### src/cyclic_cmd_pkg.sv
// Package with frame layout, command codes, alarm codes and timing counts
package cyclic_cmd_pkg;

    localparam int FRAME_BYTES = 32;
    localparam int FRAME_BITS = FRAME_BYTES * 8;

    // Byte offsets inside the 32-byte frame
    localparam int OFS_CODE = 0;
    localparam int OFS_WDOG = 1;
    localparam int OFS_CMDSTAT = 2;
    localparam int OFS_SERVO = 4;
    localparam int OFS_IO = 8;
    localparam int OFS_SEL_A = 12;
    localparam int OFS_SEL_B = 16;
    localparam int OFS_MON_A = 20;
    localparam int OFS_MON_B = 24;
    localparam int OFS_MON_C = 28;

    // Command codes
    localparam logic [7:0] CODE_NOP = 8'h00;
    localparam logic [7:0] CODE_RELEASE_CONN = 8'h0F;
    localparam logic [7:0] CODE_APPLY_BRAKE = 8'h21;
    localparam logic [7:0] CODE_RELEASE_BRAKE = 8'h22;
    localparam logic [7:0] CODE_SENSOR_ON = 8'h23;
    localparam logic [7:0] CODE_SENSOR_OFF = 8'h24;

    // Command status word (bytes 2-3): alarm code in [3:0], ready in bit 15
    localparam int STAT_ALM_LSB = 0;
    localparam int STAT_READY_BIT = 15;
    localparam logic [3:0] ALM_NONE = 4'h0;
    localparam logic [3:0] ALM_BAD_PARAM = 4'h9;
    localparam logic [3:0] ALM_STATE = 4'hA;

    // Servo status word bits (bytes 4-7)
    localparam int SV_ON_BIT = 0;
    localparam int POS_READY_BIT = 1;
    localparam int BRAKE_BIT = 2;
    localparam int LIMITS_VALID_BIT = 3;

    // Communication phases
    localparam logic [1:0] PHASE_1 = 2'h1;

    // Release must be seen for this many cycles
    localparam int RELEASE_MIN_CYCLES = 2;

    // Sensor power-up time in ns, turned into clock counts at 5 ns period
    localparam int CLK_PERIOD_NS = 5;
    localparam int SENSOR_SETTLE_NS = 1000;
    localparam int SENSOR_SETTLE_CYC = (SENSOR_SETTLE_NS + CLK_PERIOD_NS - 1) / CLK_PERIOD_NS;

    typedef enum logic [1:0] {
        ST_IDLE = 2'b00,
        ST_BUSY = 2'b01,
        ST_DONE = 2'b11
    } slave_state_e;

    typedef enum logic [1:0] {
        M_IDLE = 2'b00,
        M_SEND = 2'b01,
        M_WAIT = 2'b11
    } master_state_e;

endpackage : cyclic_cmd_pkg

### src/cyclic_cmd_if.sv
// Interface carrying one 32-byte command and response frame per cycle
`timescale 1ns/1ps
interface cyclic_cmd_if;
    import cyclic_cmd_pkg::*;
    logic cycleStrobe;
    logic [FRAME_BITS-1:0] cmdFrame;
    logic [FRAME_BITS-1:0] rspFrame;

    modport master (output cycleStrobe, output cmdFrame, input rspFrame);
    modport slave (input cycleStrobe, input cmdFrame, output rspFrame);
endinterface : cyclic_cmd_if

### src/cmd_slave.sv
// Slave end: interprets connection release, brake and sensor commands
`timescale 1ns/1ps
module cmd_slave
    import cyclic_cmd_pkg::*;
#(
    parameter int SETTLE_CYC = SENSOR_SETTLE_CYC
)(
    input wire logic mclk,
    input wire logic sys_rst,
    cyclic_cmd_if.slave link,
    input wire logic absEncoder,
    input wire logic [31:0] encoderPosition,
    input wire logic [31:0] originOffset,
    input wire logic servoOnReq,
    input wire logic [31:0] monitorSelA,
    input wire logic [31:0] monitorSelB,
    input wire logic [31:0] monitorA,
    input wire logic [31:0] monitorB,
    input wire logic [31:0] monitorC,
    output logic servoOn,
    output logic brakeOut,
    output logic sensorPower,
    output logic positionReady,
    output logic limitsValid,
    output logic [31:0] currentPosition,
    output logic [1:0] commPhase
);

    // ------------------------------------------------------------
    // Command decode
    // ------------------------------------------------------------
    function automatic logic [7:0] frameByte(input logic [FRAME_BITS-1:0] f, input int idx);
        frameByte = f[idx*8 +: 8];
    endfunction : frameByte

    slave_state_e state;
    logic [7:0] rxCode;
    logic [7:0] execCode;
    logic [3:0] alarm;
    logic [15:0] settleCnt;
    logic [7:0] masterWdog;
    logic isRelease;
    logic isKnown;

    assign rxCode = frameByte(link.cmdFrame, OFS_CODE);
    assign isRelease = link.cycleStrobe && (rxCode == CODE_RELEASE_CONN);
    assign isKnown = (rxCode == CODE_APPLY_BRAKE) || (rxCode == CODE_RELEASE_BRAKE)
        || (rxCode == CODE_SENSOR_ON) || (rxCode == CODE_SENSOR_OFF);

    // ------------------------------------------------------------
    // Command sequencer
    // ------------------------------------------------------------
    always_ff @(posedge mclk or posedge sys_rst)
    begin
        if (sys_rst)
        begin
            state <= ST_IDLE;
            execCode <= CODE_NOP;
            alarm <= ALM_NONE;
            settleCnt <= 16'h0000;
            masterWdog <= 8'h00;
        end
        else if (isRelease)
        begin
            state <= ST_IDLE;
            execCode <= CODE_RELEASE_CONN;
            alarm <= ALM_NONE;
            settleCnt <= 16'h0000;
            masterWdog <= 8'h00;
        end
        else
        begin
            case (state)
                ST_IDLE, ST_DONE:
                begin
                    if (link.cycleStrobe && rxCode != CODE_NOP && rxCode != execCode)
                    begin
                        execCode <= rxCode;
                        masterWdog <= frameByte(link.cmdFrame, OFS_WDOG);
                        if (!isKnown)
                        begin
                            alarm <= ALM_BAD_PARAM;
                            state <= ST_DONE;
                        end
                        else if (servoOn && (rxCode == CODE_APPLY_BRAKE
                            || rxCode == CODE_RELEASE_BRAKE))
                        begin
                            alarm <= ALM_STATE;
                            state <= ST_DONE;
                        end
                        else if (rxCode == CODE_SENSOR_ON && absEncoder)
                        begin
                            alarm <= ALM_NONE;
                            settleCnt <= 16'(SETTLE_CYC);
                            state <= ST_BUSY;
                        end
                        else
                        begin
                            alarm <= ALM_NONE;
                            state <= ST_DONE;
                        end
                    end
                end
                ST_BUSY:
                begin
                    // New codes other than a release are ignored until the sensor settles
                    if (settleCnt <= 16'h0001)
                    begin
                        settleCnt <= 16'h0000;
                        state <= ST_DONE;
                    end
                    else
                    begin
                        settleCnt <= settleCnt - 16'h0001;
                    end
                end
                default:
                begin
                    state <= ST_IDLE;
                end
            endcase
        end
    end

    logic doneEdge;
    // Known command, differing from the last executed code, that completes at once without alarm
    assign doneEdge = !isRelease && state != ST_BUSY && link.cycleStrobe && isKnown
        && rxCode != execCode
        && !(servoOn && (rxCode == CODE_APPLY_BRAKE || rxCode == CODE_RELEASE_BRAKE))
        && !(rxCode == CODE_SENSOR_ON && absEncoder);

    // ------------------------------------------------------------
    // Brake output
    // ------------------------------------------------------------
    always_ff @(posedge mclk or posedge sys_rst)
    begin
        if (sys_rst)
            brakeOut <= 1'b0;
        else if (doneEdge && rxCode == CODE_APPLY_BRAKE)
            brakeOut <= 1'b1;
        else if (doneEdge && rxCode == CODE_RELEASE_BRAKE)
            brakeOut <= 1'b0;
    end

    // ------------------------------------------------------------
    // Servo state and phase
    // ------------------------------------------------------------
    always_ff @(posedge mclk or posedge sys_rst)
    begin
        if (sys_rst)
        begin
            servoOn <= 1'b0;
            commPhase <= PHASE_1;
        end
        else if (isRelease)
        begin
            servoOn <= 1'b0;
            commPhase <= PHASE_1;
        end
        else
        begin
            servoOn <= servoOnReq && (!absEncoder || positionReady);
        end
    end

    // ------------------------------------------------------------
    // Sensor and position validity
    // ------------------------------------------------------------
    always_ff @(posedge mclk or posedge sys_rst)
    begin
        if (sys_rst)
        begin
            sensorPower <= 1'b0;
            positionReady <= 1'b0;
            limitsValid <= 1'b0;
            currentPosition <= 32'h0000_0000;
        end
        else if (isRelease)
        begin
            // Reinitialised slave has no trusted position
            sensorPower <= 1'b0;
            positionReady <= 1'b0;
            limitsValid <= 1'b0;
        end
        else if (state == ST_BUSY && settleCnt <= 16'h0001)
        begin
            currentPosition <= encoderPosition + originOffset;
            positionReady <= 1'b1;
            limitsValid <= 1'b1;
        end
        else if (link.cycleStrobe && state != ST_BUSY && rxCode == CODE_SENSOR_ON
            && absEncoder && rxCode != execCode)
        begin
            sensorPower <= 1'b1;
        end
        else if (doneEdge && rxCode == CODE_SENSOR_OFF && absEncoder)
        begin
            sensorPower <= 1'b0;
            positionReady <= 1'b0;
            limitsValid <= 1'b0;
        end
    end

    // ------------------------------------------------------------
    // Response frame
    // ------------------------------------------------------------
    logic [15:0] cmdStatus;
    logic [31:0] servoStatus;
    always_comb
    begin
        cmdStatus = 16'h0000;
        cmdStatus[STAT_ALM_LSB +: 4] = alarm;
        cmdStatus[STAT_READY_BIT] = (state != ST_BUSY);
        servoStatus = 32'h0000_0000;
        servoStatus[SV_ON_BIT] = servoOn;
        servoStatus[POS_READY_BIT] = positionReady;
        servoStatus[BRAKE_BIT] = brakeOut;
        servoStatus[LIMITS_VALID_BIT] = limitsValid;
    end

    always_ff @(posedge mclk or posedge sys_rst)
    begin
        if (sys_rst)
            link.rspFrame <= '0;
        else if (execCode == CODE_RELEASE_CONN)
        begin
            link.rspFrame <= '0;
            link.rspFrame[OFS_CODE*8 +: 8] <= CODE_RELEASE_CONN;
        end
        else
        begin
            link.rspFrame <= '0;
            link.rspFrame[OFS_CODE*8 +: 8] <= execCode;
            link.rspFrame[OFS_WDOG*8 +: 8] <= masterWdog;
            link.rspFrame[OFS_CMDSTAT*8 +: 16] <= cmdStatus;
            link.rspFrame[OFS_SERVO*8 +: 32] <= servoStatus;
            link.rspFrame[OFS_IO*8 +: 32] <= {31'h0000_0000, brakeOut};
            link.rspFrame[OFS_SEL_A*8 +: 32] <= monitorSelA;
            link.rspFrame[OFS_SEL_B*8 +: 32] <= monitorSelB;
            link.rspFrame[OFS_MON_A*8 +: 32] <= monitorA;
            link.rspFrame[OFS_MON_B*8 +: 32] <= monitorB;
            link.rspFrame[OFS_MON_C*8 +: 32] <= monitorC;
        end
    end

endmodule : cmd_slave

### src/flat_wrapper.sv
// flat-port wrapper written by rule: the top's interface ports become plain ports
module cmd_slave_flat import cyclic_cmd_pkg::*;
#(
    parameter int SETTLE_CYC = SENSOR_SETTLE_CYC
)
  (mclk, sys_rst, absEncoder, encoderPosition, originOffset, servoOnReq, monitorSelA, monitorSelB, monitorA, monitorB, monitorC, servoOn, brakeOut, sensorPower, positionReady, limitsValid, currentPosition, commPhase, link_cycleStrobe, link_cmdFrame, link_rspFrame);
  cyclic_cmd_if link_i ();
  input wire logic mclk;
  input wire logic sys_rst;
  input wire logic absEncoder;
  input wire logic [31:0] encoderPosition;
  input wire logic [31:0] originOffset;
  input wire logic servoOnReq;
  input wire logic [31:0] monitorSelA;
  input wire logic [31:0] monitorSelB;
  input wire logic [31:0] monitorA;
  input wire logic [31:0] monitorB;
  input wire logic [31:0] monitorC;
  output logic servoOn;
  output logic brakeOut;
  output logic sensorPower;
  output logic positionReady;
  output logic limitsValid;
  output logic [31:0] currentPosition;
  output logic [1:0] commPhase;
  input wire logic [$bits(link_i.cycleStrobe)-1:0] link_cycleStrobe;
  input wire logic [$bits(link_i.cmdFrame)-1:0] link_cmdFrame;
  output wire logic [$bits(link_i.rspFrame)-1:0] link_rspFrame;
  assign link_i.cycleStrobe = link_cycleStrobe;
  assign link_i.cmdFrame = link_cmdFrame;
  assign link_rspFrame = link_i.rspFrame;
  cmd_slave #(.SETTLE_CYC(SETTLE_CYC)) u_core (.mclk(mclk), .sys_rst(sys_rst), .link(link_i), .absEncoder(absEncoder), .encoderPosition(encoderPosition), .originOffset(originOffset), .servoOnReq(servoOnReq), .monitorSelA(monitorSelA), .monitorSelB(monitorSelB), .monitorA(monitorA), .monitorB(monitorB), .monitorC(monitorC), .servoOn(servoOn), .brakeOut(brakeOut), .sensorPower(sensorPower), .positionReady(positionReady), .limitsValid(limitsValid), .currentPosition(currentPosition), .commPhase(commPhase));
endmodule
### config.mk
export PLATFORM = sky130hd
export DESIGN_NAME = cmd_slave_flat
export DESIGN_NICKNAME = d
export VERILOG_FILES = /design/src/cyclic_cmd_pkg.sv /design/src/cyclic_cmd_if.sv /design/src/cmd_slave.sv /design/src/flat_wrapper.sv
export SDC_FILE = /design/constraint.sdc
export NUM_CORES = 1
export LEC_CHECK = 0
export ABC_AREA = 1
export BUFFER_PORTS_ARGS = -buffer_cell sky130_fd_sc_hd__clkbuf_2
export CAP_MARGIN = 20
export CORE_AREA = 2 2 306 308
export DETAILED_ROUTE_END_ITERATION = 16
export DIE_AREA = 0 0 308 310
export PLACE_DENSITY_LB_ADDON = 0.2
export RECOVER_POWER = 25
export SYNTH_ARGS = -nofsm -noshare
export SYNTH_HDL_FRONTEND = slang
export SYNTH_SLANG_ARGS = --single-unit
### constraint.sdc
create_clock -name mclk -period 7.35 [get_ports mclk]
set_input_delay 0.3675 -clock mclk [delete_from_list [all_inputs] [get_ports mclk]]
set_output_delay 0.3675 -clock mclk [all_outputs]
set_load 0.03 [all_outputs]
## Yosys cells after proc, flatten, opt, wreduce, memory -nomap -nowiden

Cells that the tools add are included.

| word-level totals | value |
|---|---|
| flip-flop bits (word level) | 330 |
| bits of input ports | 485 |
| output and inout port bits | 295 |
| logic and storage cells | 112 |

| cells by class | value |
|---|---|
| add/subtract/negate cells | 2 |
| order comparisons | 1 |
| equality and inequality tests | 17 |
| mux-type cells | 36 |
| bitwise gates (word level) | 1 |
| reduce and logical (&&, ||, !) cells | 44 |

Operator list:

| kind | count |
|---|---|
| $mux W256 | 1 |
| $mux W16 | 6 |
| $mux W8 | 6 |
| $add A32 B32 Y32 | 1 |
| $eq A8 B6 Y1 const B | 4 |
| $pmux W16 S2 | 1 |
| $logic_and A1 B1 Y1 | 21 |
| $mux W4 | 5 |
| $eq A8 B4 Y1 const B | 2 |
| $le A16 B1 Y1 const B | 1 |
| $sub A16 B1 Y16 const B | 1 |
| $ne A3 B1 Y1 const B | 5 |
| $mux W2 | 6 |
| $mux W1 | 10 |
| $reduce_and A2 Y1 | 5 |
| $reduce_bool A3 Y1 | 3 |
| $ne A8 B8 Y1 | 1 |
| $reduce_bool A8 Y1 | 1 |
| $reduce_bool A2 Y1 | 3 |
| $reduce_and A5 Y1 | 1 |
| $logic_not A1 Y1 | 4 |
| $logic_or A1 B1 Y1 | 4 |
| $ne A2 B1 Y1 const B | 2 |
| $pmux W2 S2 | 1 |
| 6 further kinds | 6 |

## Logic depth before layout (Yosys ltp)

| depth | value |
|---|---|
| depth in word-level cells | 15 |
| mapped depth | 14 |
| mapped depth without buffers | 13 |

## Worst setup path before layout

No wires, ideal clock.

| timing | value |
|---|---|
| kind | register to register |
| from | reg u_core.settleCnt[0] |
| to | reg u_core.currentPosition[4] |
| library setup time | 123 ps |
| arrival | 1751 ps |
| data required time | 7227 ps |
| slack | 5476 ps |
| stages on the path, launching flop included | 14 |
| clock period less this slack | 1874 ps |
| path through | dfrtp_1 inv_1 ha_1 nand2_4 nor2_4 nand2_1 nand2_4 nand2_4 nor2_8 inv_2 buf_6 buf_6 nand2_1 o21ai_1 |

| between the ends | value |
|---|---|
| word-level cells in the longest chain between the ends | 3 |

RTL lines:

| what | line | text |
|---|---|---|
| from (decl) | cmd_slave.sv:40 | `logic [15:0] settleCnt;` |
| from (signal assigned) | cmd_slave.sv:94 | `settleCnt <= 16'(SETTLE_CYC);` |
| from (signal assigned) | cmd_slave.sv:114 | `settleCnt <= settleCnt - 16'h0001;` |
| $le A16 B1 Y1 | cmd_slave.sv:185 | `else if (state == ST_BUSY && settleCnt <= 16'h0001)` |
| $logic_and A1 B1 Y1 | cmd_slave.sv:185 |  |
| $reduce_and A2 Y1 (no source line) | n/a |  |
| to (signal assigned) | cmd_slave.sv:187 | `currentPosition <= encoderPosition + originOffset;` |
| to (decl) | cmd_slave.sv:25 | `output logic [31:0] currentPosition,` |

Every way passes these cells.
A chain may end at the register's enable or synchronous reset.

==> implementation parameters <==
Parameter                              Value

Placed design
  Area of placed instances ... 16100 µm²
  Number of port buffers ... 466
  Post-detail-place hpwl ... 38500 µm
  RD Place Congestion ... 0.791
  Worst setup slack after placement ... 4280 ps

Finish
  Leading cell type in the layout, fill and taps excluded ... nand2_1
  Fill cells ... 10500
  Area growth, synth to finish ... 46.7%
  Fin nets ... 2752
  Design Area, Final ... 18600 µm²
  Proportion of layout cells with a drive suffix above 1 ... 0.176
  Most frequent cells in the layout ... nand2_1 (389), inv_1 (333), clkbuf_2 (325), nor2_1 (257), dfrtp_1 (256)

Global routing
  GR Overflow Total ... 0
  Number of antenna violations at the first check in global routing ... 7
  GR Util All Layers ... 0.102
  Maximum number of pins on one net before global-route repair ... 135
  Via count of the first global-routing pass ... 11700
  Global-route wire length before repair ... 72900 µm

CTS
  Later-pin clock latency in the skew report ... 560 ps
  Number of buffers between clock root and the deepest sink ... 3
  Clock-pin transition on the worst setup and hold timing paths ... 50 ps
  TritonCTS clock tree ... built
  CTS sink count ... 256
  H-tree level count ... 2
  Inserted Clock Buffers ... 37
  Buffer cell driving the clock tree root ... clkbuf_16

Timing
  Post-Route Setup TNS ... 0 ps
  Number of pins with negative max-slew slack in the final report ... 116
  Hold Vio Cnt, Final ... 0
  Shortest period the worst path allows ... 4130 ps
  RSZ-0062 raised after global routing ... no
  Worst rel slew slack ... -1.12
  Final setup violation count ... 0
  Slack of the critical path ... 3220 ps
  Least-Margin Pin Slew ... 3190 ps
  Clock Skews ... 14.8 ps
  Final period util ... 0.562
  Maximum frequency from static timing analysis ... 242 MHz

Power and ir drop
  Power density of the placed cells ... 305 nW/µm²
  Overall power after layout ... 5.66 mW
  Maximum vdd ir drop ... 0.000150 V
  Static Leakage ... 9.88 nW

Hold path
  Path category of the worst min-delay check ... input pin to flip-flop
  Hold endpoint ... u_core.masterWdog[1]$_DFFE_PP0P_
  Hold path startpoint ... link_cmdFrame[9]
  Hold Path Depth ... 3

Drt
  Number of design-rule violations left by the first detailed-router iteration ... 454
  Average vias per placed instance ... 3.35
  Wire length reported by the detailed router ... 50700 µm
  Detail-routed net length per standard cell ... 14.7 µm
  Number of remaining DRC errors ... 0
  DR pass1 iterations ... 4
  Post-route antenna net violation count ... 0
  Via count ... 11600

Logic synthesis
  Cells after synthesis ... 1615
  Number of synthesis warnings ... 0
  Number of synthesized register bits ... 256
  Mean cell area of the mapped netlist ... 7.84 µm²
  Cell variety after synth ... 37
  Cell area after synthesis ... 12700 µm²
  Part of the Yosys area used for sequential elements ... 0.506

Critical path
  Cells traversed along the worst timing path ... dlygate4sd3_1 -> clkbuf_2 -> clkinvlp_2 -> clkbuf_2
  Type of element launching the critical path ... input pin
  Sum of buffers and inverters on the critical path ... 4
  Cell with the most instances on the worst path ... clkbuf_2
  Reg2Reg Capture Point ... u_core.currentPosition[15]$_DFFE_PP0P_
  CP Capture Type ... asynchronous set/reset pin
  Cell with the largest stage delay on the worst path ... clkbuf_2
  Worst-case register-to-register setup slack ... 4660 ps
  Number of cell instances on the worst register-to-register path ... 11
  Worst Path Max Fanout ... 115
  Largest stage delay on the critical path ... 2190 ps
  Top cell family by delay on the critical path ... buffers and inverters
  WP data required ... 7290 ps
  Kind of critical path ... input pin to asynchronous set/reset pin
  Critical register-to-register path startpoint ... u_core.settleCnt[0]$_DFFE_PP0P_
  Worst EP arrival ... 4070 ps

Floorplanning
  Die Outline Area ... 95500 µm²
  Floorplan die height ... 310 µm
  Core Region ... 92500 µm²
  Width of the die ... 308 µm
  Number of rows created at floorplan ... 112
  Boundary pin count ... 780
  Initial core utilization ... 0.137

Outcome
  Violations in the final reports ... capacitance limit, slew limit
  Outcome ... finished, violations left

Flow run
  Maximum Capacitance Violations ... 1
## flip-flops by register name, summed over array words and instances (netlist names)
name	flops
u_core.execCode	8
u_core.positionReady	1
u_core.settleCnt	16
u_core.sensorPower	1
u_core.servoOn	1
u_core.alarm	3
u_core.currentPosition	32
u_core.link.rspFrame	183
u_core.state	2
u_core.brakeOut	1
u_core.masterWdog	8
## worst max path at each step
stage,start,endpoint,slack (ps),cells after the start
finish,sys_rst,u_core.link.rspFrame[221]$_DFF_PP0_,3220,4
global route,sys_rst,u_core.link.rspFrame[246]$_DFF_PP0_,2460,4
CTS,u_core.execCode[4]$_DFFE_PP0P_,u_core.link.rspFrame[169]$_DFF_PP0_,4260,4
detailed placement,u_core.execCode[4]$_DFFE_PP0P_,u_core.link.rspFrame[169]$_DFF_PP0_,4280,4
global placement,u_core.execCode[4]$_DFFE_PP0P_,u_core.link.rspFrame[169]$_DFF_PP0_,4270,4
floorplan,sys_rst,u_core.alarm[0]$_DFFE_PP0P_,3610,1
## cell usage after synthesis
library cell / instances / share of area
buf_6: 4 / 0.0036
clkbuf_1: 13 / 0.0039
nand2_2: 1 / 0.00049
a21boi_0: 1 / 0.00059
o21ai_1: 16 / 0.0063
nand3_1: 73 / 0.029
ha_1: 35 / 0.035
a21o_1: 1 / 0.00059
or4_1: 1 / 0.00059
o21ai_2: 1 / 0.00069
nand3b_1: 3 / 0.0018
o21ai_0: 28 / 0.011
nor2_4: 3 / 0.0027
buf_4: 76 / 0.045
inv_2: 3 / 0.00089
a21oi_1: 22 / 0.0087
conb_1: 2 / 0.00059
nand2_4: 3 / 0.0027
nand4_1: 13 / 0.0064
fa_1: 1 / 0.0016
nor2_2: 1 / 0.00049
o211ai_1: 1 / 0.00059
o21bai_1: 1 / 0.00059
nand2_1: 389 / 0.12
xor2_1: 7 / 0.0048
inv_1: 333 / 0.099
clkinv_1: 1 / 0.00030
a31oi_1: 1 / 0.00049
nor2_1: 258 / 0.076
nor4_1: 1 / 0.00049
dfrtp_1: 256 / 0.51
or2_2: 2 / 0.00099
and2_1: 5 / 0.0025
nor3_1: 10 / 0.0040
nor2_8: 1 / 0.0016
buf_2: 25 / 0.0099
xnor2_1: 23 / 0.016
## power by group
part	internal [mW]	switching [mW]	total (mW)	leakage, nW
clock network	1.04	0.719	1.76	0.565
logic	0.576	1.43	2.00	6.28
registers	1.72	0.180	1.90	3.03
## layout make-up
| class | count | area (µm²) | area share |
|---|---|---|---|
| Multi-Input combinational cell | 975 | 4480 | 0.241 |
| Inverter | 337 | 1270 | 0.0681 |
| Tap cell | 1197 | 1500 | 0.0806 |
| Clock buffer | 55 | 1060 | 0.0573 |
| Timing Repair Buffer | 624 | 3760 | 0.202 |
| Clock inverter | 9 | 105 | 0.00566 |
| Sequential cell | 256 | 6410 | 0.345 |
| Antenna cell | 1 | 2.50 | 0.000135 |
## stage by stage
step                utilization  cells  hold slack, ps
floorplan                     -   1686             452
global placement          0.174   3235             438
detailed placement        0.174   3236             441
CTS                       0.203   3452            4.53
global route              0.201   3453            19.5
finish                    0.201   3454            43.0
## kinds of logic after synthesis
group,share of synthesized area
xor+xnor,0.0207
compound gates,0.0296
flops,0.506
fa+ha+maj,0.0361
buf+inv,0.162
simple gates,0.245
other cells,0.000593
## worst register-to-register path, cell delays in order, from the launching register on
cell     delay [ps]
dfrtp_1         400
inv_1           130
ha_1            310
nand2_4         110
nor2_4          130
nand2_1          90
nand2_4         160
nand2_4          90
nor2_8          340
inv_2           460
nand2_1         200
o21ai_0          90
## routing by layer
metal  vias up  track usage  wire, µm
li1       5842            -         -
met1      5237        0.115     20600
met2       423        0.175     23600
met3        63       0.0434      5330
met4         8       0.0272      1110
met5         -            0        50
## what timing repair did
| action | 4_1_cts | 5_1_grt |
|---|---|---|
| resized for setup | 0 | 0 |
| buffers inserted | 0 | 0 |
| hold buffers | 152 | 0 |
| endpoints found under the hold margin | 164 | 0 |
Note: power is estimated with default switching activity, not from simulation.
